--- src/design/tpif_pkg.sv ---
// constants shared by the timer prescaler and timer5 flag logic
// assumes an APB master with 32-bit data and a 100 MHz system clock
package tpif_pkg;
   // bus
   localparam int ADDR_W = 10;
   localparam int DATA_W = 32;
   localparam logic [7:0] IDX_FLAGS = 8'h3A;
   localparam logic [7:0] IDX_MASK = 8'h73;
   localparam logic [7:0] IDX_GCTRL = 8'h43;
   localparam logic [7:0] IDX_CLKSEL = 8'h80;
   localparam logic [ADDR_W-1:0] ADDR_FLAGS = {IDX_FLAGS, 2'b00};
   localparam logic [ADDR_W-1:0] ADDR_MASK = {IDX_MASK, 2'b00};
   localparam logic [ADDR_W-1:0] ADDR_GCTRL = {IDX_GCTRL, 2'b00};
   localparam logic [ADDR_W-1:0] ADDR_CLKSEL = {IDX_CLKSEL, 2'b00};
   // flag and mask fields
   localparam int BIT_OVF = 0;
   localparam int BIT_CMPA = 1;
   localparam int BIT_CMPB = 2;
   localparam int BIT_CMPC = 3;
   localparam int BIT_CAP = 5;
   localparam int NUM_EVT = 4;
   localparam logic [7:0] REG_RESET = 8'h00;
   // global timer control fields
   localparam int BIT_PSR = 0;
   localparam int BIT_TSM = 7;
   // clock select
   localparam int NUM_TIMERS = 5;
   localparam int CS_W = 3;
   localparam int CLKSEL_W = NUM_TIMERS * CS_W;
   localparam logic [CS_W-1:0] CS_STOP = 3'h0;
   localparam logic [CS_W-1:0] CS_DIV1 = 3'h1;
   localparam logic [CS_W-1:0] CS_DIV8 = 3'h2;
   localparam logic [CS_W-1:0] CS_DIV64 = 3'h3;
   localparam logic [CS_W-1:0] CS_DIV256 = 3'h4;
   localparam logic [CS_W-1:0] CS_DIV1024 = 3'h5;
   localparam logic [CS_W-1:0] CS_EXT_FALL = 3'h6;
   localparam logic [CS_W-1:0] CS_EXT_RISE = 3'h7;
   // prescaler taps, as widths of the all-ones low field
   localparam int PRESC_W = 10;
   localparam int TAP8_W = 3;
   localparam int TAP64_W = 6;
   localparam int TAP256_W = 8;
   localparam int TAP1024_W = 10;
   localparam int NUM_TAPS = 4;
   // waveform modes that take overflow as the flag source
   localparam int WGM_W = 4;
   localparam logic [WGM_W-1:0] WGM_NORMAL = 4'h0;
   localparam logic [WGM_W-1:0] WGM_CTC_CMP = 4'h4;
   localparam logic [WGM_W-1:0] WGM_CTC_CAP = 4'hC;
endpackage

--- src/design/tpif_top.sv ---
// shared prescaler, clock select for five timers, timer5 mask and flags
// assumes an APB master, a timer5 counter core on clk_sys, asynchronous pins
`timescale 1ns/1ns

// Behaviour
// - enabled flag plus global enable raises interrupt
// - match flag set on next timer tick
// - forced compare never sets match flag
// - vector execution clears its flag
// - writing one clears flag, zero keeps
// - overflow flag source follows waveform mode
// - capture enable and flag do nothing
// - reserved bits read zero, ignore writes
// - five timers share prescaler, own selects
// - code one every clock, four taps
// - prescaler free-runs, first count 1..N+1
// - prescaler reset restarts all timers' taps
// - pin latched high phase, then registered
// - one pulse per rise(7) or fall(6)
// - pin edge to count 2.5..3.5 clocks
// - external edges bypass prescaler
// - prescaler reset self-clears unless hold set
module tpif_top (
   // clock and reset
   input wire logic clk_sys,
   input wire logic rst,
   // apb slave
   input wire logic psel,
   input wire logic penable,
   input wire logic pwrite,
   input wire logic [tpif_pkg::ADDR_W-1:0] paddr,
   input wire logic [tpif_pkg::DATA_W-1:0] pwdata,
   output logic [tpif_pkg::DATA_W-1:0] prdata,
   output logic pready,
   output logic pslverr,
   // external count pins, one per timer
   input wire logic [tpif_pkg::NUM_TIMERS-1:0] extCountPin,
   // timer count clock enables, one per timer
   output logic [tpif_pkg::NUM_TIMERS-1:0] timerCountClock,
   // timer5 counter core events
   input wire logic cmpMatchA,
   input wire logic cmpMatchB,
   input wire logic cmpMatchC,
   input wire logic counterWrap,
   input wire logic altOverflowEvent,
   input wire logic [tpif_pkg::WGM_W-1:0] waveformModeSelect,
   // interrupt controller
   input wire logic globalIrqEnable,
   input wire logic vecAckCmpA,
   input wire logic vecAckCmpB,
   input wire logic vecAckCmpC,
   input wire logic vecAckOverflow,
   output logic irqCmpA,
   output logic irqCmpB,
   output logic irqCmpC,
   output logic irqOverflow
);
   import tpif_pkg::*;

   typedef struct packed {
      logic [NUM_EVT-1:0] flags;
      logic [NUM_EVT-1:0] evtEn;
      logic capEn;
      logic [CLKSEL_W-1:0] clkSel;
      logic psr;
      logic timer_sync_hold;
      logic [DATA_W-1:0] rdata;
      logic slvErr;
   } tpif_top_s;

   tpif_top_s state_r;
   tpif_top_s state_nxt;

   logic [NUM_TAPS-1:0] taps;
   logic [NUM_TIMERS-1:0] riseTick;
   logic [NUM_TIMERS-1:0] fallTick;
   logic tick5;
   logic setupPh;
   logic wrAcc;
   logic hitFlags;
   logic hitMask;
   logic hitGctrl;
   logic hitClkSel;
   logic ovfSrcNormal;
   logic [NUM_EVT-1:0] evtSet;
   logic [NUM_EVT-1:0] evtClr;
   logic [NUM_EVT-1:0] vecAck;
   logic [7:0] flagsRead;
   logic [7:0] maskRead;

   // pick one count enable from the select code
   function automatic logic selTick(input logic [CS_W-1:0] cs,
                                    input logic [NUM_TAPS-1:0] tp,
                                    input logic rise,
                                    input logic fall);
      logic t;
      t = 1'b0;
      case (cs)
         CS_STOP: t = 1'b0;
         CS_DIV1: t = 1'b1;
         CS_DIV8: t = tp[0];
         CS_DIV64: t = tp[1];
         CS_DIV256: t = tp[2];
         CS_DIV1024: t = tp[3];
         CS_EXT_FALL: t = fall;
         CS_EXT_RISE: t = rise;
         default: t = 1'b0;
      endcase
      return t;
   endfunction

   function automatic logic [CS_W-1:0] csOf(input logic [CLKSEL_W-1:0] all,
                                            input int idx);
      return all[idx*CS_W +: CS_W];
   endfunction

   // shared prescaler, reset by the control bit
   tpif_prescaler u_presc (
      .clk_sys(clk_sys),
      .rst(rst),
      .prescClear(state_r.psr),
      .taps(taps)
   );

   // per-timer pin sampling and select
   genvar gi;
   generate
      for (gi = 0; gi < NUM_TIMERS; gi++) begin : g_timer
         tpif_ext_sync u_sync (
            .clk_sys(clk_sys),
            .rst(rst),
            .extCountPin(extCountPin[gi]),
            .riseTick(riseTick[gi]),
            .fallTick(fallTick[gi])
         );
         // same taps for all, own select each
         assign timerCountClock[gi] = selTick(csOf(state_r.clkSel, gi), taps,
                                              riseTick[gi], fallTick[gi]);
      end
   endgenerate

   assign tick5 = timerCountClock[NUM_TIMERS-1];

   // bus decode
   assign setupPh = psel & ~penable;
   assign wrAcc = psel & penable & pwrite;
   assign hitFlags = (paddr == ADDR_FLAGS);
   assign hitMask = (paddr == ADDR_MASK);
   assign hitGctrl = (paddr == ADDR_GCTRL);
   assign hitClkSel = (paddr == ADDR_CLKSEL);

   // flag sources
   assign ovfSrcNormal = (waveformModeSelect == WGM_NORMAL) ||
                         (waveformModeSelect == WGM_CTC_CMP) ||
                         (waveformModeSelect == WGM_CTC_CAP);

   always_comb begin
      evtSet = '0;
      // only true matches set these; forced strobes are not inputs here
      evtSet[BIT_CMPA] = tick5 & cmpMatchA;
      evtSet[BIT_CMPB] = tick5 & cmpMatchB;
      evtSet[BIT_CMPC] = tick5 & cmpMatchC;
      evtSet[BIT_OVF] = tick5 & (ovfSrcNormal ? counterWrap : altOverflowEvent);
   end

   always_comb begin
      vecAck = '0;
      vecAck[BIT_CMPA] = vecAckCmpA;
      vecAck[BIT_CMPB] = vecAckCmpB;
      vecAck[BIT_CMPC] = vecAckCmpC;
      vecAck[BIT_OVF] = vecAckOverflow;
   end

   assign evtClr = vecAck | ((wrAcc && hitFlags) ? pwdata[NUM_EVT-1:0] : '0);

   // read images; capture flag never set, reserved bits zero
   always_comb begin
      flagsRead = REG_RESET;
      flagsRead[NUM_EVT-1:0] = state_r.flags;
      maskRead = REG_RESET;
      maskRead[NUM_EVT-1:0] = state_r.evtEn;
      maskRead[BIT_CAP] = state_r.capEn;
   end

   always_comb begin
      state_nxt = state_r;
      // set wins over any clear in the same cycle
      state_nxt.flags = (state_r.flags & ~evtClr) | evtSet;
      if (wrAcc && hitMask) begin
         state_nxt.evtEn = pwdata[NUM_EVT-1:0];
         state_nxt.capEn = pwdata[BIT_CAP];
      end
      if (wrAcc && hitClkSel) begin
         state_nxt.clkSel = pwdata[CLKSEL_W-1:0];
      end
      if (wrAcc && hitGctrl) begin
         state_nxt.timer_sync_hold = pwdata[BIT_TSM];
         state_nxt.psr = pwdata[BIT_PSR];
      end else if (!state_r.timer_sync_hold) begin
         state_nxt.psr = 1'b0;
      end
      if (setupPh) begin
         state_nxt.rdata = '0;
         state_nxt.slvErr = ~(hitFlags | hitMask | hitGctrl | hitClkSel);
         if (hitFlags) begin
            state_nxt.rdata[7:0] = flagsRead;
         end else if (hitMask) begin
            state_nxt.rdata[7:0] = maskRead;
         end else if (hitGctrl) begin
            state_nxt.rdata[BIT_TSM] = state_r.timer_sync_hold;
            state_nxt.rdata[BIT_PSR] = state_r.psr;
         end else if (hitClkSel) begin
            state_nxt.rdata[CLKSEL_W-1:0] = state_r.clkSel;
         end
      end
   end

   always_ff @(posedge clk_sys or posedge rst) begin
      if (rst) begin
         state_r <= '0;
      end else begin
         state_r <= state_nxt;
      end
   end

   assign pready = psel & penable;
   assign prdata = state_r.rdata;
   assign pslverr = state_r.slvErr & psel & penable;

   // capture enable is deliberately not part of any request
   assign irqCmpA = globalIrqEnable & state_r.evtEn[BIT_CMPA] & state_r.flags[BIT_CMPA];
   assign irqCmpB = globalIrqEnable & state_r.evtEn[BIT_CMPB] & state_r.flags[BIT_CMPB];
   assign irqCmpC = globalIrqEnable & state_r.evtEn[BIT_CMPC] & state_r.flags[BIT_CMPC];
   assign irqOverflow = globalIrqEnable & state_r.evtEn[BIT_OVF] & state_r.flags[BIT_OVF];
endmodule

--- src/design/tpif_prescaler.sv ---
// free-running 10-bit prescaler with divide-by 8/64/256/1024 tap pulses
// assumes clear comes from a register on clk_sys
`timescale 1ns/1ns
module tpif_prescaler (
   // clock and reset
   input wire logic clk_sys,
   input wire logic rst,
   // control
   input wire logic prescClear,
   // tap pulses, one cycle each
   output logic [tpif_pkg::NUM_TAPS-1:0] taps
);
   import tpif_pkg::*;

   typedef struct packed {
      logic [PRESC_W-1:0] cnt;
   } tpif_presc_s;

   tpif_presc_s state_r;
   tpif_presc_s state_nxt;

   function automatic logic tapHit(input logic [PRESC_W-1:0] c, input int w);
      logic [PRESC_W-1:0] m;
      m = ~({PRESC_W{1'b1}} << w);
      return (c & m) == m;
   endfunction

   always_comb begin
      state_nxt = state_r;
      state_nxt.cnt = prescClear ? '0 : state_r.cnt + 1'b1;
   end

   always_ff @(posedge clk_sys or posedge rst) begin
      if (rst) begin
         state_r <= '0;
      end else begin
         state_r <= state_nxt;
      end
   end

   // no tap fires while clear is held, its first cycle included
   assign taps = {tapHit(state_r.cnt, TAP1024_W), tapHit(state_r.cnt, TAP256_W),
                  tapHit(state_r.cnt, TAP64_W), tapHit(state_r.cnt, TAP8_W)} &
                 ~{NUM_TAPS{prescClear}};
endmodule

--- src/design/tpif_ext_sync.sv ---
// external count pin sampler and edge detector
// assumes the pin is asynchronous to clk_sys and slower than clk_sys/2
`timescale 1ns/1ns
module tpif_ext_sync (
   // clock and reset
   input wire logic clk_sys,
   input wire logic rst,
   // pin
   input wire logic extCountPin,
   // edge pulses, one cycle each
   output logic riseTick,
   output logic fallTick
);
   typedef struct packed {
      logic syncQ;
      logic prevQ;
      logic rise;
      logic fall;
   } tpif_sync_s;

   tpif_sync_s state_r;
   tpif_sync_s state_nxt;
   logic latchQ_r;

   // latch open in the high phase, closed at the falling edge
   always_ff @(negedge clk_sys or posedge rst) begin
      if (rst) begin
         latchQ_r <= 1'b0;
      end else begin
         latchQ_r <= extCountPin;
      end
   end

   always_comb begin
      state_nxt = state_r;
      state_nxt.syncQ = latchQ_r;
      state_nxt.prevQ = state_r.syncQ;
      state_nxt.rise = state_r.syncQ & ~state_r.prevQ;
      state_nxt.fall = ~state_r.syncQ & state_r.prevQ;
   end

   always_ff @(posedge clk_sys or posedge rst) begin
      if (rst) begin
         state_r <= '0;
      end else begin
         state_r <= state_nxt;
      end
   end

   assign riseTick = state_r.rise;
   assign fallTick = state_r.fall;
endmodule

--- config.mk ---
export PLATFORM = sky130hd
export DESIGN_NAME = tpif_top
export DESIGN_NICKNAME = d
export VERILOG_FILES = /design/src/design/tpif_pkg.sv /design/src/design/tpif_top.sv /design/src/design/tpif_prescaler.sv /design/src/design/tpif_ext_sync.sv
export SDC_FILE = /design/constraint.sdc
export NUM_CORES = 1
export LEC_CHECK = 0
export BUFFER_PORTS_ARGS = -buffer_cell sky130_fd_sc_hd__buf_2
export CORE_MARGIN = 1.5
export CORE_UTILIZATION = 48
export CTS_BUF_LIST = sky130_fd_sc_hd__clkbuf_4 sky130_fd_sc_hd__clkbuf_8
export DETAILED_ROUTE_END_ITERATION = 16
export GPL_TIMING_DRIVEN = 1
export HOLD_SLACK_MARGIN = 0.1
export PLACE_DENSITY = 0.8
export SLEW_MARGIN = 20
export SYNTH_ARGS = -nofsm -noshare
export SYNTH_HDL_FRONTEND = slang
export SYNTH_HIERARCHICAL = 1
export SYNTH_SLANG_ARGS = --single-unit
--- constraint.sdc ---
create_clock -name clk_sys -period 2.1 [get_ports clk_sys]
set_clock_uncertainty 0.1 [all_clocks]
set_input_delay 0.105 -clock clk_sys [delete_from_list [all_inputs] [get_ports clk_sys]]
set_output_delay 0.105 -clock clk_sys [all_outputs]
set_load 0.1 [all_outputs]
; ---- Word-level counts from Yosys, hierarchy flattened
; Index checks and enable logic that the tools add are counted.
[word_totals]
inputBits = 66
elab_cells = 160
output_inout_bits = 43
ff_bits = 77
[op_classes]
n_eq_ne = 46
n_bitwise = 48
addsub = 1
n_mux = 19
reduce_logical = 12
[ops]
columns = cell, count
row1 = $eq A3 B3 Y1 const B, 21
row2 = $pmux W1 S8, 5
row3 = $eq A3 B2 Y1 const B, 10
row4 = $and A1 B1 Y1, 27
row5 = $mux W7, 3
row6 = $eq A10 B10 Y1 const B, 2
row7 = $eq A10 B9 Y1 const B, 2
row8 = $mux W8, 2
row9 = $eq A3 B1 Y1 const B, 5
row10 = $logic_not A3 Y1, 5
row11 = $mux W15, 1
row12 = $not A1 Y1, 12
row13 = $add A10 B1 Y10 const B, 1
row14 = $eq A10 B8 Y1 const B, 1
row15 = $mux W10, 1
row16 = $and A4 B4 Y4, 2
row17 = $eq A8 B8 Y1 const B, 1
row18 = $not A4 Y4, 2
row19 = $or A4 B4 Y4, 2
row20 = $eq A6 B6 Y1 const B, 1
row21 = $mux W6, 1
row22 = $mux W1, 5
row23 = $eq A4 B3 Y1 const B, 1
row24 = $eq A4 B4 Y1 const B, 1
row25 = 6 further kinds, 12

; ---- Depth between registers and ports, before layout
; Gate-level depths: netlist of run 1.
[depth]
word_depth = 8
mapped_depth = 8
mapped_depth_nobuf = 8

; ---- Modules after synthesis
; The synthesis of run 1 kept the hierarchy.
[by_module_without_submodules]
columns = mod, n_inst, cells_per_inst, seq_area_each_um2, area_each_um2
row1 = tpif_top, 1, 230, 1051.0, 2417.3
row2 = tpif_ext_sync, 5, 8, 125.1, 143.9
row3 = tpif_prescaler, 1, 51, 250.2, 505.5

==> impl_metrics.json, run 1 <==
{
  "dieArea_mm2": 0.00812,
  "worst_pin_slew_ns": 0.748,
  "totalWireLength_um": 8430,
  "violations": "negative setup slack",
  "power_leakage_nw": 2.31,
  "initial_core_util_pct": 49.9,
  "synth_commonest_cells": "dfrtp_1, buf_4, mux2_2, inv_1",
  "fin_ws_ns": -0.372,
  "clkPwrFrac_pct": 31.5,
  "syn_avg_cell_area_um2": 11.3,
  "synth_mux_area_share_pct": 8.76,
  "ir_worst_vdd_uv": 461,
  "fin_nets": 502,
  "clock_latency_ns": 0.36,
  "dp_hpwl_um": 5830,
  "seq_area_frac_synth_pct": 52.9,
  "numCtsBuffers": 9,
  "yosysWarnings": 6,
  "wl_per_cell_um": 15.7,
  "use_met3_pct": 5.58,
  "fin_area_mm2": 0.00476,
  "grtUsageTotal_pct": 21.6,
  "holdCritPathClass": "input port to flip-flop",
  "drv_cap": 0,
  "status": "complete, but fails checks",
  "max_clock_freq_ghz": 0.405,
  "rsz0062_at_grt": "true",
  "synthFlopType": "dfrtp_1",
  "synth_cells": 321,
  "row_count": 31,
  "finalPower_mw": 3.21,
  "grt_use_met2_pct": 34.9,
  "cts_tree": "yes",
  "drive_above_1_share_pct": 38.5,
  "cp_max_fo": 3,
  "finalCritPeriodShare_pct": 118,
  "synth_compound_area_share_pct": 12.3,
  "clockRootBuffer": "clkbuf_8",
  "clock_sinks": 77,
  "cts-htree-levels": 3,
  "maxSlewViolCount": 0,
  "setup_viol": 9,
  "synth-seq-cells": 77,
  "final_antenna_net_count": 0,
  "fin_crit_ns": 2.47,
  "die_h_um": 90.1,
  "place.gp.congestion": 0.833,
  "drtIter0Drc": 225,
  "ys_top_cells_by_area": "dfrtp_1, mux2_2, buf_4",
  "grt_pass1_wl_um": 13700,
  "power.switching_mw": 0.980,
  "comb_power_share_pct": 17.5,
  "syn_to_final_growth_pct": 30.6,
  "synthesis.area_mm2": 0.00364,
  "yosysTopAreaCell": "dfrtp_1",
  "synth_top_cell_area_share_pct": 49.5,
  "relSlewSlack_pct": 50.1,
  "cell_internal_pwr_mw": 2.23,
  "port_buffers": 74,
  "synth_simple_gate_area_share_pct": 14.5,
  "coreArea_mm2": 0.00729,
  "ys_async_sr_fraction_pct": 100,
  "die_w_um": 90.1,
  "antenna_found_initial": 0,
  "synth_fa_ha_area_share_pct": 0.687,
  "synth_edf_count": 0,
  "placed_area_mm2": 0.00419,
  "insertedDiodeCount": 0,
  "pwr_density_cell_mw_per_mm2": 675,
  "p_seq_share_pct": 51.0,
  "switching_share_pct": 30.5,
  "criticalPathCategory": "flip-flop to output pin",
  "firstDrtPassIters": 4,
  "clk_pin_slew_ns": 0.09,
  "cts_max_path_buffers": 2,
  "use_met1_pct": 26.6,
  "yosysMostFrequentCell": "dfrtp_1",
  "synthXorXnorAreaFrac_pct": 0.481,
  "dr_total_vias": 2887,
  "drc": 0,
  "grt_pass1_vias": 2869,
  "synth.distinct_cells": 50,
  "hold_viol_final": 0,
  "cp.required_ns": 1.89,
  "grt.busiest_layer": "met2",
  "cp-end-kind": "output pin",
  "gr-total-overflow": 0,
  "cp.arrival_ns": 2.27,
  "via_per_inst": 5.37,
  "cp-start-kind": "flip-flop",
  "ios": 109,
  "synth_top_family_by_area": "simple AND/OR/NAND/NOR gates",
  "grt_max_degree": 43
}
==> per-layer routing <==
layer | part of all wire, % | up-vias
met5 | 0 | -
met4 | 2.8 | 0
met3 | 5.3 | 23
met2 | 49 | 114
met1 | 42 | 1427
li1 | - | 1323
==> power groups by stage <==
| stage | clock (mW) | combinational, mW | sequential [mW] |
|---|---|---|---|
| after detailed placement | 0 | 0.505 | 1.67 |
| after global placement | 0 | 0.489 | 1.66 |
| after global routing | 1.11 | 0.602 | 1.65 |
| after CTS | 1.04 | 0.552 | 1.64 |
| after floorplan | 0 | 0.372 | 1.66 |
| final | 1.01 | 0.561 | 1.64 |
==> through the flow <==
stage	worst slack [ns]	setup TNS, ns	std cells	hold WS (ns)	utilization (%)
finish	-0.372	-2.63	538	0.145	65.2
global route	-0.541	-3.80	538	0.161	65.2
CTS	-0.376	-2.07	537	0.136	64.7
detailed placement	-0.0349	-0.134	489	-0.0111	57.4
global placement	0.0119	0	489	-0.0270	57.4
floorplan	-0.180	-0.569	337	-0.216	-
==> layout by cell type (no fill, tap or decap), types with 9 or more instances in the layout <==
cell type	count
dfrtp_1	72
buf_2	69
dlygate4sd3_1	29
mux2_2	22
buf_4	22
inv_1	18
conb_1	17
nand2_1	13
a22o_1	13
nor2_1	11
clkbuf_8	10
nor2b_1	9
nand3_1	9
==> final timing paths <==
kind | depth (start not counted) | to | slack [ns] | start
min in group asynchronous | 3 | g_timer[0].u_sync/state_nxt[2] | 0.16 | rst
setup reg to reg | 12 | flagsRead[0] | -0.28 | u_presc/state_r[1]
setup / recovery | 9 | timerCountClock[3] | -0.37 | u_presc/state_r[0]
hold reg to reg | 0 | g_timer[3].u_sync/state_r[2] | 0.29 | g_timer[3].u_sync/state_nxt[2]
hold / removal | 4 | prdata[0] | 0.15 | paddr[3]
max in group asynchronous | 3 | g_timer[2].u_sync/latchQ_r | 0.57 | rst
==> area by class of cell <==
type,count,area [um2]
fill,538,2530
sequential,77,1930
multi-input combinational,197,1510
timing repair buffer,128,935
clock buffer,11,145
tap,99,124
inverter,21,78.8
clock inverter,5,35.0
==> critical path: stages (launching register included) <==
cell and delay, ns:
dfrtp_1 0.36, ha_2 0.19, inv_2 0.04, or2_4 0.24, nor4_4 0.20, inv_2 0.10, o211a_1 0.22, a31o_4 0.21
a21oi_4 0.14, buf_12 0.19
==> what timing repair did <==
| action | 4_1_cts | 5_1_grt |
|---|---|---|
| pin swaps | 6 | 3 |
| setup endpoints to repair | 9 | 9 |
| buffers inserted | 4 | 2 |
| cloned | 0 | 0 |
| gates resized for setup | 11 | 9 |
| hold buffers | 29 | 0 |
| endpoints found under the hold margin | 102 | 0 |
==> kinds of logic after synthesis <==
kind of cell	Yosys count
AOI/OAI and AO/OA	60
other	1
adders and majority gates	2
buffers and inverters	63
DFF	77
xor gates and xnor gates	2
muxes	29
and+or+nand+nor	87
==> state kept, by name, indices dropped and copies added, names as in the netlist <==
name,flops
g_timer.u_sync/state_r,5
g_timer.u_sync/latchQ_r,5
g_timer.u_sync/riseTick,5
state_r,18
flagsRead,4
u_presc/state_r,10
g_timer.u_sync/state_nxt,5
prdata,15
g_timer.u_sync/fallTick,5
maskRead,5
Note: power is estimated with default switching activity, not from simulation.
==> run 2, diff against run 1 <==
--- a/config.mk
+++ b/config.mk
@@ -5,14 +5,15 @@
 export SDC_FILE = /design/constraint.sdc
 export NUM_CORES = 1
 export LEC_CHECK = 0
+export ABC_AREA = 1
 export BUFFER_PORTS_ARGS = -buffer_cell sky130_fd_sc_hd__buf_2
 export CORE_MARGIN = 1.5
-export CORE_UTILIZATION = 48
+export CORE_UTILIZATION = 49
 export CTS_BUF_LIST = sky130_fd_sc_hd__clkbuf_4 sky130_fd_sc_hd__clkbuf_8
 export DETAILED_ROUTE_END_ITERATION = 16
 export GPL_TIMING_DRIVEN = 1
 export HOLD_SLACK_MARGIN = 0.1
-export PLACE_DENSITY = 0.8
+export PLACE_DENSITY = 0.81
 export SLEW_MARGIN = 20
 export SYNTH_ARGS = -nofsm -noshare
 export SYNTH_HDL_FRONTEND = slang
==> run 2 against run 1 <==
  * The flow still finishes with violations (negative setup slack)
  * Synthesized cell count increased by 43%
  * Worst setup slack better by 0.093 ns
  * Via count grew 15%
  * Flip-flop and latch count is the same
  * Final cell count rose by 24%
  * Clock power grew 22%
  * Hold slack got worse by 0.023 ns
  * Global-route usage up 0.079 points
  * Sequential share of layout area is 0.70 points lower
  * Synthesized area grew 4.5%
  * Sequential power barely moved
  * Register-to-register slack improved by 0.36 ns
==> impl_metrics.json, run 2 <==
{
  "syn_to_final_growth_pct": 27.2,
  "fin_crit_ns": 2.38,
  "cp.arrival_ns": 2.17,
  "cp_max_fo": 4,
  "grtUsageTotal_pct": 21.7,
  "criticalPathCategory": "flip-flop to output pin",
  "largest-register": "state_r",
  "placed_area_mm2": 0.00424,
  "post-route-util_pct": 65.7,
  "synth_cells": 458,
  "fin_area_mm2": 0.00484,
  "drive_above_1_share_pct": 25.8,
  "ir_worst_vdd_uv": 523,
  "row_count": 31,
  "clock_sinks": 77,
  "clockRootBuffer": "clkbuf_8",
  "ios": 109,
  "fin_ws_ns": -0.278,
  "crit_end": "timerCountClock[1]",
  "synth.distinct_cells": 33,
  "dp_hpwl_um": 6260,
  "final_antenna_net_count": 0,
  "max_clock_freq_ghz": 0.420,
  "fillCellCount": 591,
  "via_per_inst": 4.95,
  "worst_pin_slew_ns": 0.536,
  "port_buffers": 74,
  "finalCritPeriodShare_pct": 113,
  "die_h_um": 91.1,
  "synth_edf_count": 0,
  "relSlewSlack_pct": 64.2,
  "grt_pass1_wl_um": 14200,
  "cp.required_ns": 1.89,
  "synth_top_cell_area_share_pct": 47.3,
  "dr_total_vias": 3313,
  "numCtsBuffers": 9,
  "gr-total-overflow": 0,
  "placed_cells": 618,
  "initial_core_util_pct": 51.6,
  "dieArea_mm2": 0.00831,
  "clk_pin_slew_ns": 0.08,
  "reg2reg_slack_ns": 0.08,
  "pwr_density_cell_mw_per_mm2": 705,
  "ys_top_cells_by_area": "dfrtp_1, nand2_1, buf_4",
  "antenna_found_initial": 0,
  "grt_max_degree": 43,
  "finalPower_mw": 3.42,
  "insertedDiodeCount": 0,
  "drc": 0,
  "coreArea_mm2": 0.00737,
  "setup_tns_ns": -1.23,
  "place.gp.congestion": 0.919,
  "setup_viol": 5,
  "grt_pass1_vias": 3168,
  "synthesis.area_mm2": 0.00381,
  "yosysTopAreaCell": "dfrtp_1",
  "wl_per_cell_um": 12.9,
  "status": "complete, but fails checks",
  "firstDrtPassIters": 5,
  "cts_max_path_buffers": 2,
  "layout_common_cells": "nand2_1, dfrtp_1, buf_2",
  "totalWireLength_um": 8640,
  "synthFlopType": "dfrtp_1",
  "maxSlewViolCount": 0,
  "mostFrequentLayoutCell": "nand2_1",
  "drtIter0Drc": 268,
  "seq_area_frac_synth_pct": 50.6,
  "reg2reg_from": "u_presc/state_r[0]",
  "synth_commonest_cells": "nand2_1, dfrtp_1, nor2_1, inv_1, buf_4",
  "holdCritPathClass": "input port to flip-flop",
  "holdCritStartpoint": "paddr[4]",
  "cts_tree": "yes",
  "yosysWarnings": 6,
  "largest_reg_flops": 18,
  "stdcell_count": 669,
  "fin_nets": 633,
  "reg2reg_to": "flagsRead[0]",
  "rsz0062_at_grt": "true",
  "crit_start": "u_presc/state_r[0]",
  "clock_latency_ns": 0.35,
  "cp-end-kind": "output pin",
  "cts-htree-levels": 3,
  "syn_avg_cell_area_um2": 8.31,
  "drv_cap": 0,
  "hold_viol_final": 0,
  "synth-seq-cells": 77,
  "die_w_um": 91.1,
  "violations": "negative setup slack",
  "r2r_cells": 13,
  "yosysMostFrequentCell": "nand2_1",
  "cp-start-kind": "flip-flop",
  "power_leakage_nw": 2.60,
  "ys_async_sr_fraction_pct": 100
}
[run 2: what timing repair did]
item / in CTS / in global routing
resized for setup: 19 / 8
buffers inserted: 4 / 3
pin swaps: 12 / 7
hold buffers: 28 / 0
setup endpoints to repair: 5 / 5
hold endpoints to repair: 103 / 0
[run 2: how the worst min path moves through the flow]
stage	cells past startpoint	slack, ns	to
3_5_place_dp	2	-0.01	g_timer[2].u_sync/fallTick
5_1_grt	6	0.12	state_r[47]
2_1_floorplan	1	-0.22	g_timer[0].u_sync/fallTick
3_3_place_gp	2	-0.02	g_timer[4].u_sync/state_nxt[2]
6_report	6	0.12	prdata[12]
4_1_cts	6	0.10	flagsRead[3]
[run 2: final cells by class]
cell class                      count  area [um2]  share of cell area, %
Sequential cell                    77        1930                   39.8
Multi-Input combinational cell    293        1470                   30.4
Timing Repair Buffer              118         846                   17.5
Inverter                           66         248                   5.12
Clock buffer                        9         124                   2.56
Tap cell                           99         124                   2.56
Clock inverter                      7        98.8                   2.04
[run 2: cells by family (layout without fill, tap and decap cells)]
group | count (synthesis) | count (layout) | synth area share (%)
and+or+nand+nor | 209 | 209 | 24.7
buffers and inverters | 104 | 200 | 14.1
DFF | 77 | 77 | 50.6
AOI/OAI and AO/OA | 63 | 63 | 9.43
adders and majority gates | 2 | 2 | 0.657
xor gates and xnor gates | 2 | 2 | 0.460
other | 1 | 17 | 0.0985
[run 2: critical path: stages (launching register included)]
cell and delay [ns]:
dfrtp_1 0.38, ha_2 0.22, nand3_4 0.10, nor2_4 0.16
nand3_4 0.10, nor2_4 0.14, inv_2 0.06, o21ai_2 0.10
a21oi_1 0.06, o21ai_1 0.15, and2_4 0.18, buf_12 0.17
[run 2: metrics by stage]
| step | hold slack [ns] | setup WS, ns |
|---|---|---|
| 2_1_floorplan | -0.216 | -0.132 |
| 3_3_place_gp | -0.0210 | 0.0763 |
| 3_5_place_dp | -0.0129 | -0.0143 |
| 4_1_cts | 0.100 | -0.280 |
| 5_1_grt | 0.124 | -0.376 |
| 6_report | 0.122 | -0.278 |
[run 2: routing by layer]
| metal | wire [um] | global-route usage, % | vias to the layer above |
|---|---|---|---|
| li1 | - | - | 1598 |
| met1 | 3770 | 28.1 | 1568 |
| met2 | 4260 | 35.8 | 129 |
| met3 | 470 | 3.94 | 18 |
| met4 | 142 | 8.98 | 0 |
| met5 | 0 | 0 | - |
[run 2: power breakdown]
group / switching (mW) / total, mW / internal (mW)
Clock: 0.556 / 1.23 / 0.674
Sequential: 0.0838 / 1.65 / 1.57
Combinational: 0.373 / 0.532 / 0.159
==> run 3, diff against run 2 <==
--- a/config.mk
+++ b/config.mk
@@ -7,6 +7,7 @@
 export LEC_CHECK = 0
 export ABC_AREA = 1
 export BUFFER_PORTS_ARGS = -buffer_cell sky130_fd_sc_hd__buf_2
+export CAP_MARGIN = 20
 export CORE_MARGIN = 1.5
 export CORE_UTILIZATION = 49
 export CTS_BUF_LIST = sky130_fd_sc_hd__clkbuf_4 sky130_fd_sc_hd__clkbuf_8
==> constraint.sdc (replaced) <==
create_clock -name clk_sys -period 2.1 [get_ports clk_sys]
set_clock_uncertainty 0.1 [all_clocks]
set_input_delay 0.42 -clock clk_sys [delete_from_list [all_inputs] [get_ports clk_sys]]
set_output_delay 0.42 -clock clk_sys [all_outputs]
set_load 0.1 [all_outputs]
==> run 3 against run 2 <==
  * The run still ends with negative setup slack left
  * Final area decreased by 0.65%
  * Register-to-register slack got worse by 0.29 ns
  * Largest power group unchanged
  * Largest cell class unchanged
  * Non-clock buffer count decreased by 9
==> impl_metrics.json, run 3 (synthesized netlist as in run 2, its figures left out) <==
{
  "status": "complete, but fails checks",
  "violations": "negative setup slack",
  "largest_reg_flops": 18,
  "min_path_cells": 3,
  "highest_layer": "met4",
  "initial_core_util_pct": 51.6,
  "holdCritStartpoint": "cmpMatchA",
  "cts_max_path_buffers": 2,
  "totalWireLength_um": 8660,
  "finalPower_mw": 3.26,
  "worst_pin_slew_ns": 0.527,
  "port_buffers": 74,
  "antenna_found_initial": 0,
  "final_antenna_net_count": 0,
  "via_per_inst": 4.92,
  "dp_hpwl_um": 6340,
  "finalCritPeriodShare_pct": 127,
  "cp-start-kind": "flip-flop",
  "ios": 109,
  "clock_latency_ns": 0.36,
  "layout_common_cells": "nand2_1, dfrtp_1, buf_2",
  "wl_met2_um": 4540,
  "whs_ns": 0.188,
  "clk_pin_slew_ns": 0.09,
  "syn_to_final_growth_pct": 26.4,
  "holdCritPathClass": "input port to flip-flop",
  "drtIter0Drc": 249,
  "drv_cap": 0,
  "numCtsBuffers": 9,
  "reg2reg_from": "u_presc/state_r[1]",
  "hold_end": "flagsRead[1]",
  "grtUsageTotal_pct": 22.5,
  "relSlewSlack_pct": 64.9,
  "drive_above_1_share_pct": 32.8,
  "wl_met3_um": 503,
  "dieArea_mm2": 0.00831,
  "cp.arrival_ns": 2.14,
  "place.gp.congestion": 0.819,
  "cp.required_ns": 1.58,
  "grt_pass1_vias": 3159,
  "cts_tree": "yes",
  "mostFrequentLayoutCell": "nand2_1",
  "criticalPathCategory": "flip-flop to output pin",
  "dr_total_vias": 3246,
  "maxSlewViolCount": 0,
  "grt_max_degree": 43,
  "hold_viol_final": 0,
  "place_ws_ns": -0.235,
  "m1WireLength_um": 3500,
  "rsz0062_at_grt": "true",
  "reg2reg_to": "flagsRead[0]",
  "firstDrtPassIters": 4,
  "cp_max_fo": 3,
  "cp-end-kind": "output pin",
  "fin_nets": 624,
  "cts-htree-levels": 3,
  "max_clock_freq_ghz": 0.376,
  "fin_area_mm2": 0.00481,
  "power_leakage_nw": 2.59,
  "clockRootBuffer": "clkbuf_8",
  "clock_sinks": 77,
  "fin_crit_ns": 2.66,
  "die_h_um": 91.1,
  "insertedDiodeCount": 0,
  "grt_pass1_wl_um": 14500,
  "setup_viol": 9,
  "r2r_cells": 17,
  "wl_per_cell_um": 13.1,
  "coreArea_mm2": 0.00737,
  "ir_worst_vdd_uv": 554,
  "reg2reg_slack_ns": -0.21,
  "gr-total-overflow": 0,
  "largest-register": "state_r",
  "die_w_um": 91.1,
  "placed_area_mm2": 0.00439,
  "drc": 0,
  "pwr_density_cell_mw_per_mm2": 678,
  "row_count": 31,
  "fin_ws_ns": -0.562
}
[run 3: worst max-delay path by stage]
stage | depth (start not counted) | endpoint | startpoint
floorplan | 7 | timerCountClock[2] | u_presc/state_r[0]
global placement | 11 | timerCountClock[2] | u_presc/state_r[1]
detailed placement | 11 | timerCountClock[2] | u_presc/state_r[1]
CTS | 11 | timerCountClock[2] | u_presc/state_r[1]
global route | 11 | timerCountClock[4] | u_presc/state_r[1]
finish | 11 | timerCountClock[4] | u_presc/state_r[1]
[run 3: repair_timing]
item | 4_1_cts | 5_1_grt
pin swaps | 15 | 11
setup endpoints to repair | 5 | 9
hold buffers | 1 | 0
gates resized for setup | 22 | 21
setup buffers | 10 | 2
hold endpoints to repair | 30 | 0
[run 3: cell type report]
type | instances | area [um2]
clock buffers | 9 | 124
inverters | 66 | 248
flip-flops and latches | 77 | 1930
well taps | 99 | 124
repair buffers | 109 | 748
clock inverters | 7 | 58.8
fillers | 554 | 2560
multi-input cells | 293 | 1580
[run 3: critical path: stages, from the launching register on]
cell and delay, ns:
dfrtp_1 0.36, ha_2 0.21, nand3_4 0.08, nor2_4 0.17, nand3_4 0.10, nor2_4 0.12
inv_2 0.07, o211ai_1 0.17, nand2_1 0.10, nand2_2 0.08, and2_4 0.16, buf_12 0.17
[run 3: stage by stage]
stage               std cells  TNS [ns]  utilization, %
floorplan                 474    -0.945               -
global placement          632    -0.644            59.5
detailed placement        632    -0.943            59.5
CTS                       659     -3.44            63.9
global route              660     -4.70            65.3
finish                    660     -3.51            65.3
[run 3: metal layers]
layer | up-vias | GRT usage (%)
met1 | 1528 | 26.4
met3 | 11 | 5.03
li1 | 1581 | -
met2 | 126 | 39.2
met4 | 0 | 10.0
met5 | - | 0
[run 3: report_power, final]
part / leakage (nW) / switching [mW] / internal (mW) / total (mW)
sequential: 0.967 / 0.0591 / 1.57 / 1.63
clock: 0.0917 / 0.592 / 0.444 / 1.04
combinational: 1.53 / 0.408 / 0.186 / 0.594
